`src/verilog/supervisor_cfg.svh`:
```
// Constants for the signal-processor supervisor.
// Assumes a 50 MHz system clock.
`ifndef SUPERVISOR_CFG_SVH
`define SUPERVISOR_CFG_SVH
`define CLK_HZ 50000000
`define SVC_WINDOW_US 1000
`define SVC_WINDOW_CYC ((`CLK_HZ / 1000000) * `SVC_WINDOW_US)
`define RST_HOLD_CYC 16
`define MEM_AW 4
`define NUM_REGIONS 3
`define RES_CTRL_BIT 0
`define RES_LOG0_BIT 1
`define RES_LOG1_BIT 2
`define TEST_PAT 16'hA55A
`endif

```
`src/verilog/supervisor_pkg.sv`:
```
// Types for the signal-processor supervisor.
// Used with supervisor_cfg.svh.
package supervisor_pkg;
  typedef enum logic [2:0] {
    ST_RUN = 3'b000,
    ST_HOLD = 3'b001,
    ST_LOAD = 3'b010,
    ST_WRITE = 3'b011,
    ST_READ = 3'b100,
    ST_CHECK = 3'b101,
    ST_POST = 3'b110
  } sup_state_e;
endpackage

```
`src/verilog/dsp_supervisor.sv`:
```
// Watchdog and self-test supervisor for the on-board signal processor.
// Assumes service strobe, host test bit and status come from clk logic; pins are synced.
`timescale 1ns/100ps
`default_nettype none
`include "supervisor_cfg.svh"
module dsp_supervisor #(
  parameter int WINDOW_CYC = `SVC_WINDOW_CYC,
  parameter int HOLD_CYC = `RST_HOLD_CYC,
  parameter int AW = `MEM_AW
) (
  input wire logic clk,
  input wire logic sys_rst,
  input wire logic bus_sysreset_pin,
  input wire logic low_supply_pin,
  input wire logic service_wr,
  input wire logic test_start,
  input wire logic test_mode_disable,
  input wire logic led_off_wr,
  input wire logic fw_load_done,
  input wire logic [`NUM_REGIONS-1:0] fault_inject,
  output logic dsp_rst_q,
  output logic fw_load_q,
  output logic online_q,
  output logic test_busy_q,
  output logic test_done_q,
  output logic [`NUM_REGIONS-1:0] test_fail_q,
  output logic led_on_q,
  output logic test_disable_q,
  output logic wdog_event_q
);
  logic [1:0] bsr_sync_q, lsu_sync_q;
  logic bsr_q, lsu_q;
  supervisor_pkg::sup_state_e state_q, state_d;
  logic [31:0] wd_cnt_q;
  logic [15:0] hold_q;
  logic [AW-1:0] addr_q;
  logic [1:0] region_q;
  logic test_pend_q;
  logic [15:0] rdata0, rdata1, rdata2, rsel;
  logic [`NUM_REGIONS-1:0] fails_d;

  function automatic logic [15:0] pat(input logic [AW-1:0] a);
    pat = `TEST_PAT ^ 16'(a);
  endfunction

  always_ff @(posedge clk) begin
    // Pins from the backplane are asynchronous
    bsr_sync_q <= {bsr_sync_q[0], bus_sysreset_pin};
    lsu_sync_q <= {lsu_sync_q[0], low_supply_pin};
    bsr_q <= bsr_sync_q[1];
    lsu_q <= lsu_sync_q[1];
  end

  wire running = (state_q == supervisor_pkg::ST_RUN);
  wire wd_expire = running && !service_wr && (wd_cnt_q >= 32'(WINDOW_CYC - 1));
  wire rst_req = bsr_q || lsu_q || wd_expire;
  wire test_trig = bsr_q || wd_expire || (test_start && !test_mode_disable);
  wire last_addr = (addr_q == {AW{1'b1}});
  wire testing = (state_q == supervisor_pkg::ST_WRITE) || (state_q == supervisor_pkg::ST_READ)
    || (state_q == supervisor_pkg::ST_CHECK);
  wire ram_we = (state_q == supervisor_pkg::ST_WRITE);
  wire [15:0] wpat = pat(addr_q) ^ {15'h0000, fault_inject[region_q]};
  assign rsel = (region_q == 2'd0) ? rdata0 : (region_q == 2'd1) ? rdata1 : rdata2;
  wire mismatch = (rsel != pat(addr_q));

  // Only processor memories are exercised; field and host paths are not
  test_ram #(.AW(AW), .DW(16)) u_ctrl_mem (.clk(clk), .we(ram_we && region_q == 2'd0),
    .addr(addr_q), .wdata(wpat), .rdata(rdata0));
  test_ram #(.AW(AW), .DW(16)) u_log0_mem (.clk(clk), .we(ram_we && region_q == 2'd1),
    .addr(addr_q), .wdata(wpat), .rdata(rdata1));
  test_ram #(.AW(AW), .DW(16)) u_log1_mem (.clk(clk), .we(ram_we && region_q == 2'd2),
    .addr(addr_q), .wdata(wpat), .rdata(rdata2));

  always_comb begin
    state_d = state_q;
    case (state_q)
      supervisor_pkg::ST_RUN: begin
        if (rst_req) state_d = supervisor_pkg::ST_HOLD;
        else if (test_trig) state_d = supervisor_pkg::ST_WRITE;
      end
      supervisor_pkg::ST_HOLD: begin
        if (!bsr_q && !lsu_q && hold_q == 16'd0) state_d = supervisor_pkg::ST_LOAD;
      end
      supervisor_pkg::ST_LOAD: begin
        if (fw_load_done) state_d = test_pend_q ? supervisor_pkg::ST_WRITE
          : supervisor_pkg::ST_RUN;
      end
      supervisor_pkg::ST_WRITE: begin
        if (last_addr) state_d = supervisor_pkg::ST_READ;
      end
      supervisor_pkg::ST_READ: state_d = supervisor_pkg::ST_CHECK;
      supervisor_pkg::ST_CHECK: begin
        if (last_addr && region_q == 2'd2) state_d = supervisor_pkg::ST_POST;
        else if (last_addr) state_d = supervisor_pkg::ST_WRITE;
        else state_d = supervisor_pkg::ST_READ;
      end
      supervisor_pkg::ST_POST: state_d = supervisor_pkg::ST_RUN;
      default: state_d = supervisor_pkg::ST_RUN;
    endcase
    // Pin resets win in every state, even mid-test or mid-reload
    if (bsr_q || lsu_q) state_d = supervisor_pkg::ST_HOLD;
  end

  always_comb begin
    fails_d = test_fail_q;
    if (state_q == supervisor_pkg::ST_CHECK && mismatch) fails_d[region_q] = 1'b1;
  end

  always_ff @(posedge clk) begin
    if (sys_rst) begin
      state_q <= supervisor_pkg::ST_HOLD;
      wd_cnt_q <= 32'd0;
      hold_q <= 16'(HOLD_CYC);
      addr_q <= '0;
      region_q <= 2'd0;
      test_pend_q <= 1'b1;
      dsp_rst_q <= 1'b1;
      fw_load_q <= 1'b0;
      online_q <= 1'b0;
      test_busy_q <= 1'b0;
      test_done_q <= 1'b0;
      test_fail_q <= '0;
      led_on_q <= 1'b1;
      test_disable_q <= 1'b0;
      wdog_event_q <= 1'b0;
    end else begin
      state_q <= state_d;
      // Restart on every service write; a late write cannot rescue an expired window
      wd_cnt_q <= (!running || service_wr) ? 32'd0 : wd_cnt_q + 32'd1;
      hold_q <= (state_q != supervisor_pkg::ST_HOLD) ? 16'(HOLD_CYC)
        : (hold_q != 16'd0) ? hold_q - 16'd1 : hold_q;
      if (state_q == supervisor_pkg::ST_HOLD && rst_req) hold_q <= 16'(HOLD_CYC);
      if (state_q == supervisor_pkg::ST_WRITE || state_q == supervisor_pkg::ST_CHECK) begin
        addr_q <= addr_q + 1'b1;
      end
      if (state_q == supervisor_pkg::ST_CHECK && last_addr) region_q <= region_q + 2'd1;
      if (state_q == supervisor_pkg::ST_POST) region_q <= 2'd0;
      // A run cut short by a pin reset must not resume mid-region
      if (state_d == supervisor_pkg::ST_WRITE && !testing) begin
        addr_q <= '0;
        region_q <= 2'd0;
      end
      if (rst_req) test_pend_q <= test_trig;
      else if (testing) test_pend_q <= 1'b0;
      dsp_rst_q <= (state_d == supervisor_pkg::ST_HOLD);
      fw_load_q <= (state_d == supervisor_pkg::ST_LOAD);
      online_q <= (state_d == supervisor_pkg::ST_RUN);
      test_busy_q <= (state_d == supervisor_pkg::ST_WRITE) || (state_d == supervisor_pkg::ST_READ)
        || (state_d == supervisor_pkg::ST_CHECK);
      test_fail_q <= fails_d;
      if (state_q == supervisor_pkg::ST_POST) test_done_q <= 1'b1;
      else if (state_d == supervisor_pkg::ST_WRITE && !testing) test_done_q <= 1'b0;
      if (state_d == supervisor_pkg::ST_WRITE && !testing) test_fail_q <= '0;
      // Host software decides health; the indicator lights on sys_rst and at the start of each self-test
      if (state_d == supervisor_pkg::ST_WRITE && !testing) led_on_q <= 1'b1;
      else if (led_off_wr) led_on_q <= 1'b0;
      test_disable_q <= test_mode_disable;
      wdog_event_q <= wd_expire;
    end
  end
endmodule
`default_nettype wire

```
`src/verilog/test_ram.sv`:
```
// Small single-port RAM standing in for one memory region under test.
// Read data is registered; one cycle latency.
`timescale 1ns/100ps
`default_nettype none
module test_ram #(
  parameter int AW = 4,
  parameter int DW = 16
) (
  input wire logic clk,
  input wire logic we,
  input wire logic [AW-1:0] addr,
  input wire logic [DW-1:0] wdata,
  output logic [DW-1:0] rdata
);
  logic [DW-1:0] mem [0:(1<<AW)-1];
  always_ff @(posedge clk) begin
    if (we) begin
      mem[addr] <= wdata;
    end
    rdata <= mem[addr];
  end
endmodule
`default_nettype wire

```
`config.mk`:
```
export PLATFORM = sky130hd
export DESIGN_NAME = dsp_supervisor
export DESIGN_NICKNAME = d
export VERILOG_FILES = /design/src/verilog/supervisor_pkg.sv /design/src/verilog/dsp_supervisor.sv /design/src/verilog/test_ram.sv
export VERILOG_INCLUDE_DIRS = /design/src /design/src/verilog
export SDC_FILE = /design/constraint.sdc
export NUM_CORES = 1
export LEC_CHECK = 0
export BUFFER_PORTS_ARGS = -buffer_cell sky130_fd_sc_hd__buf_2
export CAP_MARGIN = 10
export CELL_PAD_IN_SITES_DETAIL_PLACEMENT = 1
export CELL_PAD_IN_SITES_GLOBAL_PLACEMENT = 1
export CORE_AREA = 2 2 243 245
export DETAILED_ROUTE_END_ITERATION = 8
export DIE_AREA = 0 0 245 247
export GPL_ROUTABILITY_DRIVEN = 0
export PLACE_DENSITY_LB_ADDON = 0.1
export SKIP_LAST_GASP = 1
export SLEW_MARGIN = 20
export SYNTH_ARGS = -nofsm -noshare
export SYNTH_HDL_FRONTEND = slang
export SYNTH_HIERARCHICAL = 1
export SYNTH_SLANG_ARGS = --single-unit
```
`constraint.sdc`:
```
create_clock -name clk -period 4.5 [get_ports clk]
set_input_delay 0.9 -clock clk [delete_from_list [all_inputs] [get_ports clk]]
set_output_delay 0.9 -clock clk [all_outputs]
set_load 0.01 [all_outputs]
```
==> reports/results.md, run 1 <==
### Clocking
* CTS buffer count: 89
* clock tree from TritonCTS: yes
* total number of H-tree levels: 3
* CTS sink cnt: 891
* CTS resizes: 0
* root cell of the clock tree: clkbuf_16
* count of buffers added by post-CTS timing repair for setup: 0
* number of hold-repair buffers added at the cts stage: 0
* Worst-path clk slew: 60 ps
* Longest Clk Path Bufs: 3
* clock insertion delay at the later pin of the skew report: 650 ps

### Final layout
* layout cell share with drive strength beyond 1: 0.175
* fin nets: 2428
* most common library cell in the layout ignoring fill and taps: edfxtp_1
* share of the core filled with cells: 0.690
* area added between synthesis and finish: 18.3%
* commonest cells after routing, fill and taps aside: edfxtp_1, conb_1, mux4_2, dfxtp_1, nor2_1

### Power
* standby leakage power: 14.3 nW
* switching fraction of total power: 0.197
* Internal Pwr Total: 13.0 mW
* part of the total power dissipated in combinational logic: 0.012
* Max rail drop VDD: 0.000453 V
* sequential share of power: 0.552
* power per cell area: 404 nW/um^2
* Switching Power: 3.20 mW
* relative contribution of the clock network to total power: 0.437

### Yosys
* synthesized instance count: 1736
* number of distinct library cells after synthesis: 71
* most area-consuming cells after synthesis: edfxtp_1, mux4_2, dfxtp_1
* library cell occupying the most area in the post-synthesis netlist: edfxtp_1
* area of the mapped netlist: 34000 sq um
* sequential element share of the synthesized area: 0.751
* count of flip-flops with a built-in enable after synthesis: 768
* portion of synthesized cell area occupied by the leading cell type: 0.679
* total of warnings raised by yosys: 6
* most frequently used flop master after synthesis: edfxtp_1
* Synth Register Bits: 891
* Post-Synthesis Mean Instance Area: 19.6 sq um
* FFs w/ async S/R, synth: 0

### Worst setup path
* crit start category: flop
* capture point of the worst path: u_ctrl_mem/mem[4][11]
* destination of the worst register-to-register timing path: u_ctrl_mem/mem[4][11]
* Crit. path cell count: 8
* setup slack on the worst flop-to-flop path: 1220 ps
* required time at the endpoint of the critical path: 4840 ps
* cell-by-cell trace of the critical path: inv_1 > ha_1 > inv_1 > nor3_1 > buf_4 > nand3b_1 > nor3_2 > buf_4
* path type of the worst setup path: flop to flop
* maximum cell stage delay along the critical path: 570 ps
* Reg-to-Reg Start: region_q[0]
* Slowest cell on crit path: ha_1
* worst r2r path cells: 8
* critical path launch point: region_q[0]
* endpoint arrival time on the critical path: 3620 ps
* critical path peak fanout: 15
* Top Family by Delay on Critical Path: simple AND/OR/NAND/NOR gates
* type of element capturing the critical path: flop
* CP Buf/Inv Count: 4

### GRT
* pin count of the biggest net entering global routing: 130
* overall track demand over capacity in global routing: 0.266
* GRT Residual Overflow: 0
* vias in the first global route: 19665
* initial antenna violation count: 1
* wire length of the first global-routing pass: 119000 um

### Detailed routing
* initial DRC count: 1332
* DRT Wirelength: 77500 um
* number of nets with antenna violations after routing: 0
* iteration count of the initial detailed-routing pass: 5
* post-route DRC violation count: 0
* total vias in the final route: 17780
* Vias per Instance: 5.46
* post-detailed-route wirelength per cell: 23.8 um

### STA
* Hold Fails Final Rpt: 0
* Setup Skew: 24.2 ps
* Least-Margin Pin Slew: 1000 ps
* hold_ws: 326 ps
* number of slew-limit violations in the final report: 0
* maximum frequency from static timing analysis: 305 MHz
* Setup Viol. Count Final: 0
* setup repair after global routing missed its margin: false
* portion of the clock cycle consumed by the worst path in the final layout: 0.729
* crit path time final: 3280 ps
* max-slew headroom at the worst pin: 0.333
* aggregate negative setup slack: 0 ps

### Die
* die footprint: 60500 sq um
* I/O pin count: 23
* starting density of the core: 0.584
* core box area: 58200 sq um
* horizontal extent of the die: 245 um
* die boundary height: 247 um
* floorplan row count: 89

### Run
* max-cap violation count: 0

### Place
* DP HPWL: 47300 um
* Port-buffer cells: 22

### Status
* status: finished clean

### Min path
* path type of the worst min-delay path: flop to flop

[sequential cells by signal (all words and copies together), names as in the netlist, 3 cells and up]
| register | flops |
|---|---|
| u_ctrl_mem/mem | 256 |
| u_log0_mem/mem | 256 |
| u_log1_mem/mem | 256 |
| wd_cnt_q | 32 |
| hold_q | 16 |
| u_ctrl_mem/rdata | 16 |
| u_log0_mem/rdata | 16 |
| u_log1_mem/rdata | 16 |
| addr_q | 4 |
| state_q | 3 |
| test_fail_q | 3 |
[cell families (layout without fill, tap and decap cells)]
group / after synthesis / after routing / share of synthesized area
compound gates: 154 / 154 / 0.0346
xor+xnor: 46 / 46 / 0.0119
fa+ha+maj: 6 / 6 / 0.00221
buf+inv: 101 / 275 / 0.0169
flops: 891 / 891 / 0.751
mux: 198 / 198 / 0.131
other cells: 2 / 577 / 0.000221
simple gates: 338 / 338 / 0.0522
[synthesized netlist by cell type, drive strengths merged, types with 11 or more instances]
master,n
a211oi,16
a22oi,97
and2,11
buf,36
clkbuf,50
dfxtp,123
edfxtp,768
inv,15
mux4,192
nand2,76
nand3,30
nand4,19
nor2,99
nor2b,11
nor3,23
nor4,12
xnor2,15
xor2,31
[power by group through the flow]
stage | clock [mW] | sequential [mW] | combinational [mW]
3_5_place_dp | 0 | 9.13 | 0.150
6_report | 7.10 | 8.96 | 0.189
5_1_grt | 7.51 | 8.96 | 0.221
3_3_place_gp | 0 | 9.13 | 0.146
2_1_floorplan | 0 | 9.13 | 0.121
4_1_cts | 7.25 | 8.96 | 0.154
[per-layer routing]
metal,wire length (um),up-vias,global-route usage,share of wire
li1,-,7832,-,-
met1,31100,9396,0.343,0.40
met2,41200,421,0.472,0.53
met3,2960,131,0.0378,0.038
met4,2150,0,0.0834,0.028
met5,0,-,0,0
[metrics by stage]
| stage | setup WS, ps | instance area (sq um) | power [mW] | std cells |
|---|---|---|---|---|
| 3_5_place_dp | 1310 | 37400 | 9.29 | 3091 |
| 6_report | 1220 | 40200 | 16.2 | 3258 |
| 3_3_place_gp | 1500 | 37400 | 9.28 | 3091 |
| 4_1_cts | 1260 | 40200 | 16.4 | 3256 |
| 2_1_floorplan | 1380 | 36100 | 9.25 | 2310 |
| 5_1_grt | 1030 | 40200 | 16.7 | 3258 |
[area by class of cell]
class | count | area (sq um)
flip-flops and latches | 891 | 25500
fillers | 5006 | 18000
multi-input cells | 1318 | 10100
clock buffers | 133 | 2510
well taps | 773 | 967
repair buffers | 95 | 716
clock inverters | 32 | 272
inverters | 15 | 56.3
diodes | 1 | 2.50
[worst min path at each step]
stage	startpoint	endpoint	depth (start not counted)	slack, ps
6_report	lsu_sync_q[1]	lsu_q	0	330
5_1_grt	bus_sysreset_pin	bsr_sync_q[0]	1	330
4_1_cts	low_supply_pin	lsu_sync_q[0]	1	320
3_5_place_dp	bsr_sync_q[0]	bsr_sync_q[1]	0	320
3_3_place_gp	bsr_sync_q[1]	bsr_q	0	310
2_1_floorplan	bsr_sync_q[1]	bsr_q	0	310
No activity file was read; power rests on OpenSTA's default activity.
==> inputs of run 2 (changes only) <==
Settings changed: CORE_AREA 2 2 243 245 to 2 2 257 259, DIE_AREA 0 0 245 247 to 0 0 259 261.
Clock period 4.5 ns to 2.6 ns, I/O delays scaled along.
==> run 2 against run 1 <==
Compared with the run above: flip-flop and latch count did not move; worst hold slack got worse by 180 ps; first-iteration DRC count fell by 8.2%; final cell count rose by 4.6%; critical endpoint is now u_ctrl_mem/mem[3][13]; sequential share of layout area fell by 1.8 points; power rose by 79%; design area rose by 2.9%; sequential power rose by 73%; combinational power rose by 70%; global-route usage fell by 3.2 points; critical path depth did not move.
==> reports/results.md, run 2 (synthesis results as in run 1) <==
### Detailed routing
* Vias per Instance: 5.23
* initial DRC count: 1223
* DRT Wirelength: 76500 um
* post-route DRC violation count: 0
* post-detailed-route wirelength per cell: 22.4 um
* number of nets with antenna violations after routing: 0
* iteration count of the initial detailed-routing pass: 5
* total vias in the final route: 17809

### Run
* max-cap violation count: 0

### Place
* worst setup slack before clock tree synthesis: -86.0 ps
* placed cells: 3235
* DP HPWL: 48100 um
* Port-buffer cells: 22
* area post-placement: 38200 sq um

### Worst setup path
* CP Buf/Inv Count: 4
* critical path launch point: region_q[0]
* Reg-to-Reg Start: region_q[0]
* type of element capturing the critical path: flop
* required time at the endpoint of the critical path: 2940 ps
* Slowest cell on crit path: or3b_2
* setup slack on the worst flop-to-flop path: 140 ps
* cell-by-cell trace of the critical path: inv_1 > ha_1 > inv_1 > nor3_2 > buf_4 > or3b_2 > nor2_1 > buf_12
* path type of the worst setup path: flop to flop
* critical path peak fanout: 16
* crit start category: flop
* worst r2r path cells: 8
* destination of the worst register-to-register timing path: u_ctrl_mem/mem[3][13]
* endpoint arrival time on the critical path: 2800 ps
* Top Family by Delay on Critical Path: simple AND/OR/NAND/NOR gates
* maximum cell stage delay along the critical path: 530 ps
* cell seen most often among critical-path stages: inv_1

### Clocking
* root cell of the clock tree: clkbuf_16
* Longest Clk Path Bufs: 3
* clock insertion delay at the later pin of the skew report: 640 ps
* clock tree from TritonCTS: yes
* Worst-path clk slew: 60 ps
* total number of H-tree levels: 3
* CTS sink cnt: 891
* CTS buffer count: 92

### Power
* power per cell area: 704 nW/um^2
* standby leakage power: 14.8 nW
* Internal Pwr Total: 23.5 mW
* Max rail drop VDD: 0.000603 V
* Final Power: 29.1 mW
* relative contribution of the clock network to total power: 0.456
* switching fraction of total power: 0.194
* Switching Power: 5.64 mW
* sequential share of power: 0.532
* part of the total power dissipated in combinational logic: 0.011

### Final layout
* antenna diode count: 0
* fin nets: 2486
* share of the core filled with cells: 0.636
* Post-Layout Inst Area: 41300 sq um
* multi-input logic area: 10200 sq um
* FF/Latch Area: 25500 sq um
* layout cell share with drive strength beyond 1: 0.196
* largest registers: u_ctrl_mem/mem (256), u_log0_mem/mem (256), u_log1_mem/mem (256)
* commonest cells after routing, fill and taps aside: edfxtp_1, conb_1, mux4_2, dfxtp_1, clkbuf_16
* area added between synthesis and finish: 21.7%
* Filler Cell Count: 5785
* non-filler cells, final: 3407
* most common library cell in the layout ignoring fill and taps: edfxtp_1

### Min path
* worst min-delay path startpoint: test_mode_disable
* path type of the worst min-delay path: input port to flop
* WHS Endpoint: test_disable_q
* cell depth of the worst hold path: 3

### STA
* portion of the clock cycle consumed by the worst path in the final layout: 0.947
* slack of the critical path: 139 ps
* Setup Viol. Count Final: 0
* aggregate negative setup slack: 0 ps
* max-slew headroom at the worst pin: 0.401
* crit path time final: 2460 ps
* hold_ws: 146 ps
* Least-Margin Pin Slew: 895 ps
* Setup Skew: 22.7 ps
* number of slew-limit violations in the final report: 0
* maximum frequency from static timing analysis: 406 MHz
* Hold Fails Final Rpt: 0
* setup repair after global routing missed its margin: false

### GRT
* GRT Residual Overflow: 0
* vias in the first global route: 19645
* pin count of the biggest net entering global routing: 60
* initial antenna violation count: 0
* wire length of the first global-routing pass: 118000 um
* overall track demand over capacity in global routing: 0.235

### Status
* status: finished clean

### Die
* I/O pin count: 23
* horizontal extent of the die: 259 um
* starting density of the core: 0.523
* die footprint: 67600 sq um
* die boundary height: 261 um
* floorplan row count: 94
* core box area: 65000 sq um

## run 2: cell count changes in the layout (fill, tap and decap cells not counted), sizes merged
cell	delta
clkinv	+10
xor2	+1
inv	-1
diode	-1
clkbuf	-11
buf	+52
bufinv	+6
dlygate4sd3	+2
## run 2: worst max-delay path by stage
stage                                  to  depth (start not counted)  slack, ps
floorplan            u_ctrl_mem/mem[1][0]                          6       -100
global placement     u_log0_mem/mem[4][0]                          4        100
detailed placement   u_log0_mem/mem[1][0]                          4        -90
CTS                  u_ctrl_mem/mem[2][0]                          8      0.009
global route        u_ctrl_mem/mem[3][13]                          8         50
finish              u_ctrl_mem/mem[3][13]                          8        140
## run 2: what timing repair did
item                       in CTS  in global routing
gates resized for setup         2                  5
hold buffers                    2                  0
setup endpoints to repair      48                143
cloned                          1                  0
pin swaps                       1                  0
hold endpoints to repair        2                  0
setup buffers                   0                  0
## run 2: cell type report
class,count,share of cell area
Inverter,15,0.00136
Clock inverter,47,0.0114
Timing Repair Buffer,149,0.0349
Sequential cell,891,0.618
Multi-Input combinational cell,1319,0.246
Clock buffer,122,0.0627
Tap cell,864,0.0261
## run 2: layer usage
metal / GRT usage / share of wire / vias to the layer above
met3: 0.0321 / 0.039 / 116
met5: 0 / 0 / -
met1: 0.304 / 0.41 / 9346
met2: 0.416 / 0.53 / 369
li1: - / - / 7978
met4: 0.0702 / 0.021 / 0
## run 2: worst reg2reg max path, delay by kind of cell (launching register included)
family | cells | cell delay, ps
simple gates | 3 | 980
fa+ha+maj | 1 | 180
flops | 1 | 380
buf+inv | 4 | 620
## run 2: power by group through the flow
| stage | clock network (mW) | logic (mW) | registers [mW] |
|---|---|---|---|
| 3_3_place_gp | 0 | 0.260 | 15.8 |
| 3_5_place_dp | 0 | 0.268 | 15.8 |
| 6_report | 13.3 | 0.321 | 15.5 |
| 2_1_floorplan | 0 | 0.210 | 15.8 |
| 4_1_cts | 13.6 | 0.278 | 15.5 |
| 5_1_grt | 14.1 | 0.383 | 15.5 |
